File: src/cla_pkg.sv
// Purpose: Shared constants and types for the concentration limit alarm.
// Assumes: 125 MHz clock, AXI4-Lite register access, 16-bit values.
// Notes:   Register offsets are byte addresses of aligned 32-bit words.
package cla_pkg;

   localparam int CLA_UNITS      = 5;
   localparam int CLA_CHANNELS   = 5;
   localparam int CLA_VAL_W      = 16;
   localparam int CLA_CH_W       = 3;
   localparam int CLA_ADDR_W     = 8;
   localparam int CLA_RANGES     = 2;

   // Full scale of every range, in value units.
   localparam logic [15:0] CLA_FULL_SCALE = 16'h2710;
   // Hysteresis may reach one fifth of full scale.
   localparam int CLA_HYST_DIV   = 5;

   // Power-up inhibit time and its cycle count at 125 MHz.
   localparam longint CLA_INHIBIT_MIN  = 10;
   localparam longint CLA_CLK_HZ       = 125000000;
   localparam longint CLA_INHIBIT_CYC  = CLA_INHIBIT_MIN * 60 * CLA_CLK_HZ;

   // Register map: unit u at CLA_UNIT_BASE + u * CLA_UNIT_STRIDE.
   localparam logic [7:0] CLA_UNIT_BASE   = 8'h00;
   localparam logic [7:0] CLA_UNIT_STRIDE = 8'h10;
   localparam logic [3:0] CLA_OFS_CFG     = 4'h0;
   localparam logic [3:0] CLA_OFS_R0LIM   = 4'h4;
   localparam logic [3:0] CLA_OFS_R1LIM   = 4'h8;
   localparam logic [3:0] CLA_OFS_STAT    = 4'hc;
   localparam logic [7:0] CLA_HYST_ADDR   = 8'h50;
   localparam logic [7:0] CLA_GSTAT_ADDR  = 8'h54;
   localparam logic [7:0] CLA_RANGE_ADDR  = 8'h58;

   // Unit configuration word fields.
   localparam int CLA_CFG_EN_BIT   = 0;
   localparam int CLA_CFG_KIND_LO  = 4;
   localparam int CLA_CFG_CH_LO    = 8;
   // Limit word: upper in [31:16], lower in [15:0].
   localparam int CLA_LIM_UP_LO    = 16;

   localparam logic [1:0] CLA_RESP_OKAY   = 2'h0;
   localparam logic [1:0] CLA_RESP_SLVERR = 2'h2;
   localparam logic [1:0] CLA_RESP_DECERR = 2'h3;

   typedef enum logic [2:0] {
      upper_only_kind,
      lower_only_kind,
      upper_or_lower_kind,
      upper_upper_kind,
      lower_lower_kind
   } cla_kind_type;

   typedef struct packed {
      logic               enable;
      logic [2:0]         kind;
      logic [2:0]         channel;
      logic [1:0][15:0]   upper;
      logic [1:0][15:0]   lower;
   } cla_unit_cfg_type;

   // Alarm indication per channel.
   typedef struct packed {
      logic upper_alarm_indication;
      logic lower_alarm_indication;
      logic upper_upper_alarm_indication;
      logic lower_lower_alarm_indication;
   } cla_ind_type;

   typedef struct packed {
      logic [7:0]  awaddr;
      logic        aw_held;
      logic [31:0] wdata;
      logic [3:0]  wstrb;
      logic        w_held;
      logic        bvalid;
      logic [1:0]  bresp;
      logic        rvalid;
      logic [31:0] rdata;
      logic [1:0]  rresp;
   } cla_bus_type;

endpackage

File: src/cla_alarm.sv
// Purpose: Five concentration limit alarm units behind an AXI4-Lite port.
// Assumes: One clock, synchronous active-high reset, inputs synchronous.
// Notes:   Concentrations arrive per channel with a one-cycle valid strobe.
//
// Local design decisions: the AXI4-Lite interface to the registers and the placing of the registers.
`timescale 1ns/1ps
module cla_alarm
   import cla_pkg::*;
#(
   parameter longint INHIBIT_CYCLES = CLA_INHIBIT_CYC
) (
   // Clock and control.
   input  wire logic                               clk,
   input  wire logic                               rst,
   input  wire logic                               ce,
   // Measurement channels.
   input  wire logic [CLA_CHANNELS-1:0][CLA_VAL_W-1:0] conc,
   input  wire logic [CLA_CHANNELS-1:0]            conc_valid,
   // Alarm outputs.
   output logic [CLA_UNITS-1:0]                    contact,
   output cla_ind_type [CLA_CHANNELS-1:0]          indication,
   // AXI4-Lite slave.
   input  wire logic [CLA_ADDR_W-1:0]              s_awaddr,
   input  wire logic                               s_awvalid,
   output logic                                    s_awready,
   input  wire logic [31:0]                        s_wdata,
   input  wire logic [3:0]                         s_wstrb,
   input  wire logic                               s_wvalid,
   output logic                                    s_wready,
   output logic [1:0]                              s_bresp,
   output logic                                    s_bvalid,
   input  wire logic                               s_bready,
   input  wire logic [CLA_ADDR_W-1:0]              s_araddr,
   input  wire logic                               s_arvalid,
   output logic                                    s_arready,
   output logic [31:0]                             s_rdata,
   output logic [1:0]                              s_rresp,
   output logic                                    s_rvalid,
   input  wire logic                               s_rready
);

   if (INHIBIT_CYCLES < 1 || INHIBIT_CYCLES > 64'h0000_00ff_ffff_ffff)
      $error("INHIBIT_CYCLES out of range");

   localparam logic [15:0] HYST_MAX = 16'(CLA_FULL_SCALE / CLA_HYST_DIV);

   typedef struct packed {
      cla_unit_cfg_type [CLA_UNITS-1:0]      cfg;
      logic [15:0]                           hyst;
      logic [CLA_CHANNELS-1:0]               range;
      logic [CLA_UNITS-1:0]                  alarm;
      logic [CLA_UNITS-1:0]                  alarm_hi;
      logic [CLA_UNITS-1:0]                  alarm_lo;
      cla_ind_type [CLA_CHANNELS-1:0]        ind;
      logic [39:0]                           inh_cnt;
      logic                                  armed;
      cla_bus_type                           bus;
   } cla_state_type;

   cla_state_type s_reg;
   cla_state_type s_next;

   function automatic logic [31:0] rd_word(input cla_state_type s,
                                           input logic [7:0] a,
                                           output logic ok);
      logic [31:0] r;
      int          u;
      r  = 32'h0;
      ok = 1'b1;
      u  = int'(a[7:4]);
      if (a[1:0] != 2'h0) begin
         ok = 1'b0;
      end else if (a < CLA_HYST_ADDR) begin
         unique case (a[3:0])
            CLA_OFS_CFG: begin
               r[CLA_CFG_EN_BIT]           = s.cfg[u].enable;
               r[CLA_CFG_KIND_LO+:3]       = s.cfg[u].kind;
               r[CLA_CFG_CH_LO+:3]         = s.cfg[u].channel;
            end
            CLA_OFS_R0LIM: r = {s.cfg[u].upper[0], s.cfg[u].lower[0]};
            CLA_OFS_R1LIM: r = {s.cfg[u].upper[1], s.cfg[u].lower[1]};
            CLA_OFS_STAT:  r = {29'h0, s.alarm_lo[u], s.alarm_hi[u],
                                s.alarm[u]};
            default: ok = 1'b0;
         endcase
      end else if (a == CLA_HYST_ADDR) begin
         r = {16'h0, s.hyst};
      end else if (a == CLA_GSTAT_ADDR) begin
         r = {26'h0, s.armed, s.alarm};
      end else if (a == CLA_RANGE_ADDR) begin
         r = {27'h0, s.range};
      end else begin
         ok = 1'b0;
      end
      return r;
   endfunction

   always_comb begin
      logic [31:0]  wd;
      logic [31:0]  old;
      logic         ok;
      logic [15:0]  up;
      logic [15:0]  lo;
      logic [15:0]  v;
      logic         rg;
      logic         hi_c;
      logic         lo_c;
      int           u;
      wd   = 32'h0;
      old  = 32'h0;
      ok   = 1'b0;
      up   = 16'h0;
      lo   = 16'h0;
      v    = 16'h0;
      rg   = 1'b0;
      hi_c = 1'b0;
      lo_c = 1'b0;
      u    = 0;
      s_next = s_reg;

      // Power-up inhibit counter.
      if (!s_reg.armed) begin
         s_next.inh_cnt = s_reg.inh_cnt + 40'h1;
         if (s_reg.inh_cnt == 40'(INHIBIT_CYCLES - 1))
            s_next.armed = 1'b1;
      end

      // Alarm evaluation on fresh samples.
      for (int i = 0; i < CLA_UNITS; i++) begin
         v  = conc[s_reg.cfg[i].channel];
         rg = s_reg.range[s_reg.cfg[i].channel];
         up = s_reg.cfg[i].upper[rg];
         lo = s_reg.cfg[i].lower[rg];
         if (!s_reg.cfg[i].enable || !s_reg.armed) begin
            s_next.alarm_hi[i] = 1'b0;
            s_next.alarm_lo[i] = 1'b0;
         end else if (conc_valid[s_reg.cfg[i].channel]) begin
            // Upper test with hysteresis once closed.
            if (s_reg.alarm_hi[i])
               hi_c = ({1'b0, v} + {1'b0, s_reg.hyst}) >= {1'b0, up};
            else
               hi_c = v > up;
            lo_c = v < lo;
            if (up == 16'h0)
               hi_c = 1'b0;
            if (lo == 16'h0)
               lo_c = 1'b0;
            unique case (s_reg.cfg[i].kind)
               upper_only_kind, upper_upper_kind: begin
                  s_next.alarm_hi[i] = hi_c;
                  s_next.alarm_lo[i] = 1'b0;
               end
               lower_only_kind, lower_lower_kind: begin
                  s_next.alarm_hi[i] = 1'b0;
                  s_next.alarm_lo[i] = lo_c;
               end
               upper_or_lower_kind: begin
                  s_next.alarm_hi[i] = hi_c;
                  s_next.alarm_lo[i] = lo_c;
               end
               default: begin
                  s_next.alarm_hi[i] = 1'b0;
                  s_next.alarm_lo[i] = 1'b0;
               end
            endcase
         end
         s_next.alarm[i] = s_next.alarm_hi[i] | s_next.alarm_lo[i];
      end

      // Channel indications from active alarms.
      for (int c = 0; c < CLA_CHANNELS; c++) begin
         s_next.ind[c] = '0;
         for (int i = 0; i < CLA_UNITS; i++) begin
            if (s_next.alarm[i] && s_reg.cfg[i].channel == 3'(c)) begin
               unique case (s_reg.cfg[i].kind)
                  upper_upper_kind:
                     s_next.ind[c].upper_upper_alarm_indication = 1'b1;
                  lower_lower_kind:
                     s_next.ind[c].lower_lower_alarm_indication = 1'b1;
                  default: begin
                     if (s_next.alarm_hi[i])
                        s_next.ind[c].upper_alarm_indication = 1'b1;
                     if (s_next.alarm_lo[i])
                        s_next.ind[c].lower_alarm_indication = 1'b1;
                  end
               endcase
            end
         end
      end

      // Write channel: address and data may arrive in either order.
      if (s_awvalid && !s_reg.bus.aw_held) begin
         s_next.bus.awaddr  = s_awaddr;
         s_next.bus.aw_held = 1'b1;
      end
      if (s_wvalid && !s_reg.bus.w_held) begin
         s_next.bus.wdata  = s_wdata;
         s_next.bus.wstrb  = s_wstrb;
         s_next.bus.w_held = 1'b1;
      end
      if (s_reg.bus.bvalid && s_bready)
         s_next.bus.bvalid = 1'b0;
      if (s_reg.bus.aw_held && s_reg.bus.w_held && !s_reg.bus.bvalid) begin
         s_next.bus.aw_held = 1'b0;
         s_next.bus.w_held  = 1'b0;
         s_next.bus.bvalid  = 1'b1;
         old = rd_word(s_reg, s_reg.bus.awaddr, ok);
         for (int b = 0; b < 4; b++)
            wd[b*8+:8] = s_reg.bus.wstrb[b] ? s_reg.bus.wdata[b*8+:8]
                                            : old[b*8+:8];
         s_next.bus.bresp = ok ? CLA_RESP_OKAY : CLA_RESP_DECERR;
         u = int'(s_reg.bus.awaddr[7:4]);
         if (ok && s_reg.bus.awaddr < CLA_HYST_ADDR) begin
            unique case (s_reg.bus.awaddr[3:0])
               CLA_OFS_CFG: begin
                  if (wd[CLA_CFG_KIND_LO+:3] > 3'(lower_lower_kind) ||
                      wd[CLA_CFG_CH_LO+:3] >= 3'(CLA_CHANNELS)) begin
                     s_next.bus.bresp = CLA_RESP_SLVERR;
                  end else begin
                     s_next.cfg[u].enable  = wd[CLA_CFG_EN_BIT];
                     s_next.cfg[u].kind    = wd[CLA_CFG_KIND_LO+:3];
                     s_next.cfg[u].channel = wd[CLA_CFG_CH_LO+:3];
                  end
               end
               CLA_OFS_R0LIM, CLA_OFS_R1LIM: begin
                  rg = s_reg.bus.awaddr[3];
                  up = wd[CLA_LIM_UP_LO+:16];
                  lo = wd[15:0];
                  if (up < lo || up > CLA_FULL_SCALE) begin
                     s_next.bus.bresp = CLA_RESP_SLVERR;
                  end else begin
                     s_next.cfg[u].upper[rg] = up;
                     s_next.cfg[u].lower[rg] = lo;
                  end
               end
               default: s_next.bus.bresp = CLA_RESP_SLVERR;
            endcase
         end else if (ok && s_reg.bus.awaddr == CLA_HYST_ADDR) begin
            if (wd[15:0] > HYST_MAX)
               s_next.bus.bresp = CLA_RESP_SLVERR;
            else
               s_next.hyst = wd[15:0];
         end else if (ok && s_reg.bus.awaddr == CLA_RANGE_ADDR) begin
            s_next.range = wd[CLA_CHANNELS-1:0];
         end else if (ok) begin
            s_next.bus.bresp = CLA_RESP_SLVERR;
         end
      end

      // Read channel.
      if (s_reg.bus.rvalid && s_rready)
         s_next.bus.rvalid = 1'b0;
      if (s_arvalid && !s_reg.bus.rvalid) begin
         s_next.bus.rdata  = rd_word(s_reg, s_araddr, ok);
         s_next.bus.rresp  = ok ? CLA_RESP_OKAY : CLA_RESP_DECERR;
         s_next.bus.rvalid = 1'b1;
      end
   end

   always_ff @(posedge clk) begin
      if (rst) begin
         s_reg <= '0;
      end else if (ce) begin
         s_reg <= s_next;
      end
   end

   assign contact    = s_reg.alarm;
   assign indication = s_reg.ind;
   assign s_awready  = !s_reg.bus.aw_held;
   assign s_wready   = !s_reg.bus.w_held;
   assign s_bvalid   = s_reg.bus.bvalid;
   assign s_bresp    = s_reg.bus.bresp;
   assign s_arready  = !s_reg.bus.rvalid;
   assign s_rvalid   = s_reg.bus.rvalid;
   assign s_rdata    = s_reg.bus.rdata;
   assign s_rresp    = s_reg.bus.rresp;

   property p_disabled_open;
      @(posedge clk) disable iff (rst)
         ce && !s_reg.cfg[0].enable |=> !contact[0];
   endproperty
   a_disabled_open: assert property (p_disabled_open)
      else $error("disabled unit 0 contact closed");

   property p_inhibit;
      @(posedge clk) disable iff (rst)
         !s_reg.armed |-> contact == '0;
   endproperty
   a_inhibit: assert property (p_inhibit)
      else $error("contact closed during power-up inhibit");

   property p_contact_kinds;
      @(posedge clk) disable iff (rst)
         contact[0] && $stable(s_reg.cfg[0])
         |-> indication[s_reg.cfg[0].channel] != '0;
   endproperty
   a_contact_kinds: assert property (p_contact_kinds)
      else $error("closed contact without a channel indication");

   property p_lower_kind_no_hi;
      @(posedge clk) disable iff (rst)
         ce && s_reg.cfg[0].kind == 3'(lower_only_kind) |=> !s_reg.alarm_hi[0];
   endproperty
   a_lower_kind_no_hi: assert property (p_lower_kind_no_hi)
      else $error("lower kind raised upper alarm");

   property p_upper_kind_no_lo;
      @(posedge clk) disable iff (rst)
         ce && s_reg.cfg[0].kind == 3'(upper_only_kind) |=> !s_reg.alarm_lo[0];
   endproperty
   a_upper_kind_no_lo: assert property (p_upper_kind_no_lo)
      else $error("upper kind raised lower alarm");

   property p_zero_upper;
      @(posedge clk) disable iff (rst)
         ce && s_reg.cfg[0].upper[s_reg.range[s_reg.cfg[0].channel]] == 16'h0
         |=> !s_reg.alarm_hi[0];
   endproperty
   a_zero_upper: assert property (p_zero_upper)
      else $error("zero upper limit raised an alarm");

   property p_limit_order;
      @(posedge clk) disable iff (rst)
         s_reg.cfg[0].upper[0] >= s_reg.cfg[0].lower[0];
   endproperty
   a_limit_order: assert property (p_limit_order)
      else $error("stored upper limit below lower limit");

   property p_hyst_max;
      @(posedge clk) disable iff (rst)
         s_reg.hyst <= HYST_MAX;
   endproperty
   a_hyst_max: assert property (p_hyst_max)
      else $error("hysteresis above one fifth of full scale");

   property p_hold_no_sample;
      @(posedge clk) disable iff (rst)
         ce && s_reg.armed && s_reg.cfg[0].enable
         && !conc_valid[s_reg.cfg[0].channel] |=> $stable(contact[0]);
   endproperty
   a_hold_no_sample: assert property (p_hold_no_sample)
      else $error("contact changed without a new sample");

   c_alarm: cover property (@(posedge clk) disable iff (rst)
      $rose(contact[0]));
   c_write: cover property (@(posedge clk) disable iff (rst)
      s_bvalid && s_bready && s_bresp == CLA_RESP_OKAY);
   c_reject: cover property (@(posedge clk) disable iff (rst)
      s_bvalid && s_bresp == CLA_RESP_SLVERR);

endmodule

File: config.mk
export PLATFORM = sky130hd
export DESIGN_NAME = cla_alarm
export DESIGN_NICKNAME = d
export VERILOG_FILES = /design/src/cla_pkg.sv /design/src/cla_alarm.sv
export SDC_FILE = /design/constraint.sdc
export NUM_CORES = 2
export LEC_CHECK = 0
export BUFFER_PORTS_ARGS = -buffer_cell sky130_fd_sc_hd__buf_2
export CAP_MARGIN = 20
export CORE_ASPECT_RATIO = 0.8
export CORE_MARGIN = 5
export CORE_UTILIZATION = 40
export DETAILED_ROUTE_END_ITERATION = 10
export GPL_ROUTABILITY_DRIVEN = 0
export PLACE_DENSITY = 0.63
export SLEW_MARGIN = 15
export SYNTH_ARGS = -nofsm -noshare
export SYNTH_HDL_FRONTEND = slang
export SYNTH_SLANG_ARGS = --single-unit
File: constraint.sdc
create_clock -name clk -period 18.13 [get_ports clk]
set_clock_uncertainty 0.2 [all_clocks]
set_input_delay 3.626 -clock clk [delete_from_list [all_inputs] [get_ports clk]]
set_output_delay 3.626 -clock clk [all_outputs]
set_load 0.01 [all_outputs]
==> metrics <==
TritonCTS clock tree done; Worst Setup Start Kind input port; P per Cell Area 60.0 nW/um^2; clock transition at the registers of the reported paths 70 ps; area of the mapped netlist around 45,000 sq um; vias per std cell 6.73; post-route cell area 48,100 sq um; WL final just under 200,000 um; Yosys Warn Count 0; unrepaired setup endpoints after global routing false; clk buf depth 3; leakage power 0.0203 uW; number of flops mapped to enable cells by yosys 0; row count 109; initial core utilization 0.403; clock sink count 535; detailed-route via count 43.3k; Worst Tran Pin Value 1300 ps; Synth Net Count 5,455; hold buffers post-CTS 0; setup ws final 8490 ps; register area share after synthesis 0.240; Max Cap Viol 0; Core Box Area around 110,000 sq um; initial antenna violation count 16; first-pass GRT wire length approximately 280,000 um; DRT Pass-1 Iters 9; cts bufs inserted 58; CP Data Required Time 18,510 ps; CP Capture Type flop; DRT antenna net count 0; Die W about 380 um; Setup TNS 0 ps; root buffer cell clkbuf_16; Total Routing Usage GR 0.317; number of remaining DRC errors 0; top cells by area, synth dfxtp_1 (24%), mux2i_1 (15%), ha_1 (9.3%), mux4_2 (7.4%), nand2b_1 (5.4%); io pins 211; ys flop type dfxtp_1; crit-path max FO 5; Setup Fix Bufs, Post-CTS 0; Yosys cell types 90; DP Worst Slack 8050 ps; Cell Area, Placed 46,000 sq um; synthesized area per cell between 8 and 9 sq um; nets 5,418; fin crit share 0.532; final setup vio count 0; Reg2Reg Setup Slack roughly 10,000 ps; Slew HR 0.105; DR WL/cell 30.6 um; Post-synth top cells mux2i_1 (648), dfxtp_1 (535), nand2b_1 (383), ha_1 (331), nor2_1 (316); worst reg2reg path depth 23; most frequent cell after synthesis mux2i_1; WP data arrival 10,010 ps; VDD IR-drop max 0.0000719 V; hold crit path type flop to flop; die area approximately 120,000 sq um; Congestion Overflow GR 0; post-CTS resize count 0; Synth area leader dfxtp_1; post-synth top area share 0.240; number of global-route vias before repair 39.7k; area grow syn2layout 7.99%; post-detail-place hpwl 147,000 um; crit path time final between 9000 and 10,000 ps; R2R Path Start s_reg[531]$_SDFFE_PP0P_; fillcell total around 11k; drt initial violations 7,093; Die Y 308 um; Worst Setup EP indication[3]$_SDFFE_PP0P_; layout cells sized above 1 0.140; Setup crit start conc[1]; Max Transition Viols Final 0; f_max 0.104 GHz; final hold viol count 0; HP Start s_reg[70]$_SDFFE_PP0P_; Synth async-reset ratio 0; IO buf count 210; largest net degree at the start of global routing 153; outcome finished clean; max FFs per register 473; Post-Synthesis Cells 4,974; WS Path Type input port to flop; Seq cells post-synth 535; H-tree levels 2; clk_lat worst skew a little under 700 ps; FF-to-FF End indication[3]$_SDFFE_PP0P_
## cell families (layout without fill, tap and decap cells)
kind of cell | after synthesis | in the layout | share of synthesized area
buf+inv | 530 | 541 | 0.0626
mux | 856 | 856 | 0.238
other cells | 0 | 4 | 0
flops | 535 | 535 | 0.240
xor+xnor | 105 | 105 | 0.0206
fa+ha+maj | 336 | 336 | 0.0952
simple gates | 1541 | 1541 | 0.183
compound gates | 1071 | 1071 | 0.160
## power breakdown
part	internal (uW)	switching, uW	total (uW)
clock network	771	543	1310
registers	1180	14.0	1200
logic	140	234	374
total	2090	791	2890
## how the worst min path moves through the flow
stage	depth (start not counted)	slack, ps	endpoint
2_1_floorplan	2	230	s_reg[44]$_SDFFE_PP0P_
3_3_place_gp	2	240	s_reg[45]$_SDFFE_PP0P_
3_5_place_dp	2	250	s_reg[70]$_SDFFE_PP0P_
4_1_cts	2	260	s_reg[70]$_SDFFE_PP0P_
5_1_grt	2	270	s_reg[61]$_SDFFE_PP0P_
6_report	2	250	s_reg[70]$_SDFFE_PP0P_
## layout by cell type, fill, tap and decap left out, types with 113 or more instances in the layout
cell,count
a21oi_1,260
buf_4,113
nor2_1,313
buf_2,206
o21ai_0,218
mux4_2,146
ha_1,331
nand2_1,281
dfxtp_1,528
nand2b_1,383
mux2i_1,648
## per-stage QoR
stage                     hold slack, ps  instances   util  total power [uW]
after floorplan                      232       4974      -              1450
after global placement               242       6318  0.416              1580
after detailed placement             250       6318  0.416              1580
after CTS                            258       6426  0.435              2880
after global routing                 272       6428  0.435              2970
final                                254       6432  0.435              2890
## layer usage
metal / up-vias / global-route usage / part of all wire
met5: - / 0 / 0.00076
met4: 24 / 0.201 / 0.084
met3: 865 / 0.118 / 0.14
met2: 3321 / 0.451 / 0.40
met1: 20607 / 0.404 / 0.38
li1: 18461 / - / -
## critical path, cell delays in order
cell and delay, ps:
buf_2 130, mux2_2 150, o22ai_1 70, nor2_1 180, a21oi_1 60, o21ai_0 700
ha_1 370, a21o_1 190, a21oi_1 260, o21bai_1 150, a21oi_1 210, o22ai_1 150
o41ai_1 630, o2111ai_1 220, a21oi_1 230, xnor2_1 90, ha_1 300, nand4_1 110
nor3_1 230, a22oi_1 100, o2111a_1 170, a2111o_1 550, nor3_1 630, a221oi_1 200
a311oi_1 300
## final cells by class
cell class	instances	area (sq um)	share of cell area
antenna	4	10.0	0.000208
clock inverter	26	368	0.00765
timing repair buffer	321	1900	0.0395
inverter	112	420	0.00874
clock buffer	82	1710	0.0356
sequential	535	10700	0.223
tap	1443	1810	0.0375
multi-input combinational	3909	31200	0.648
Note: power is estimated with default switching activity, not from simulation.
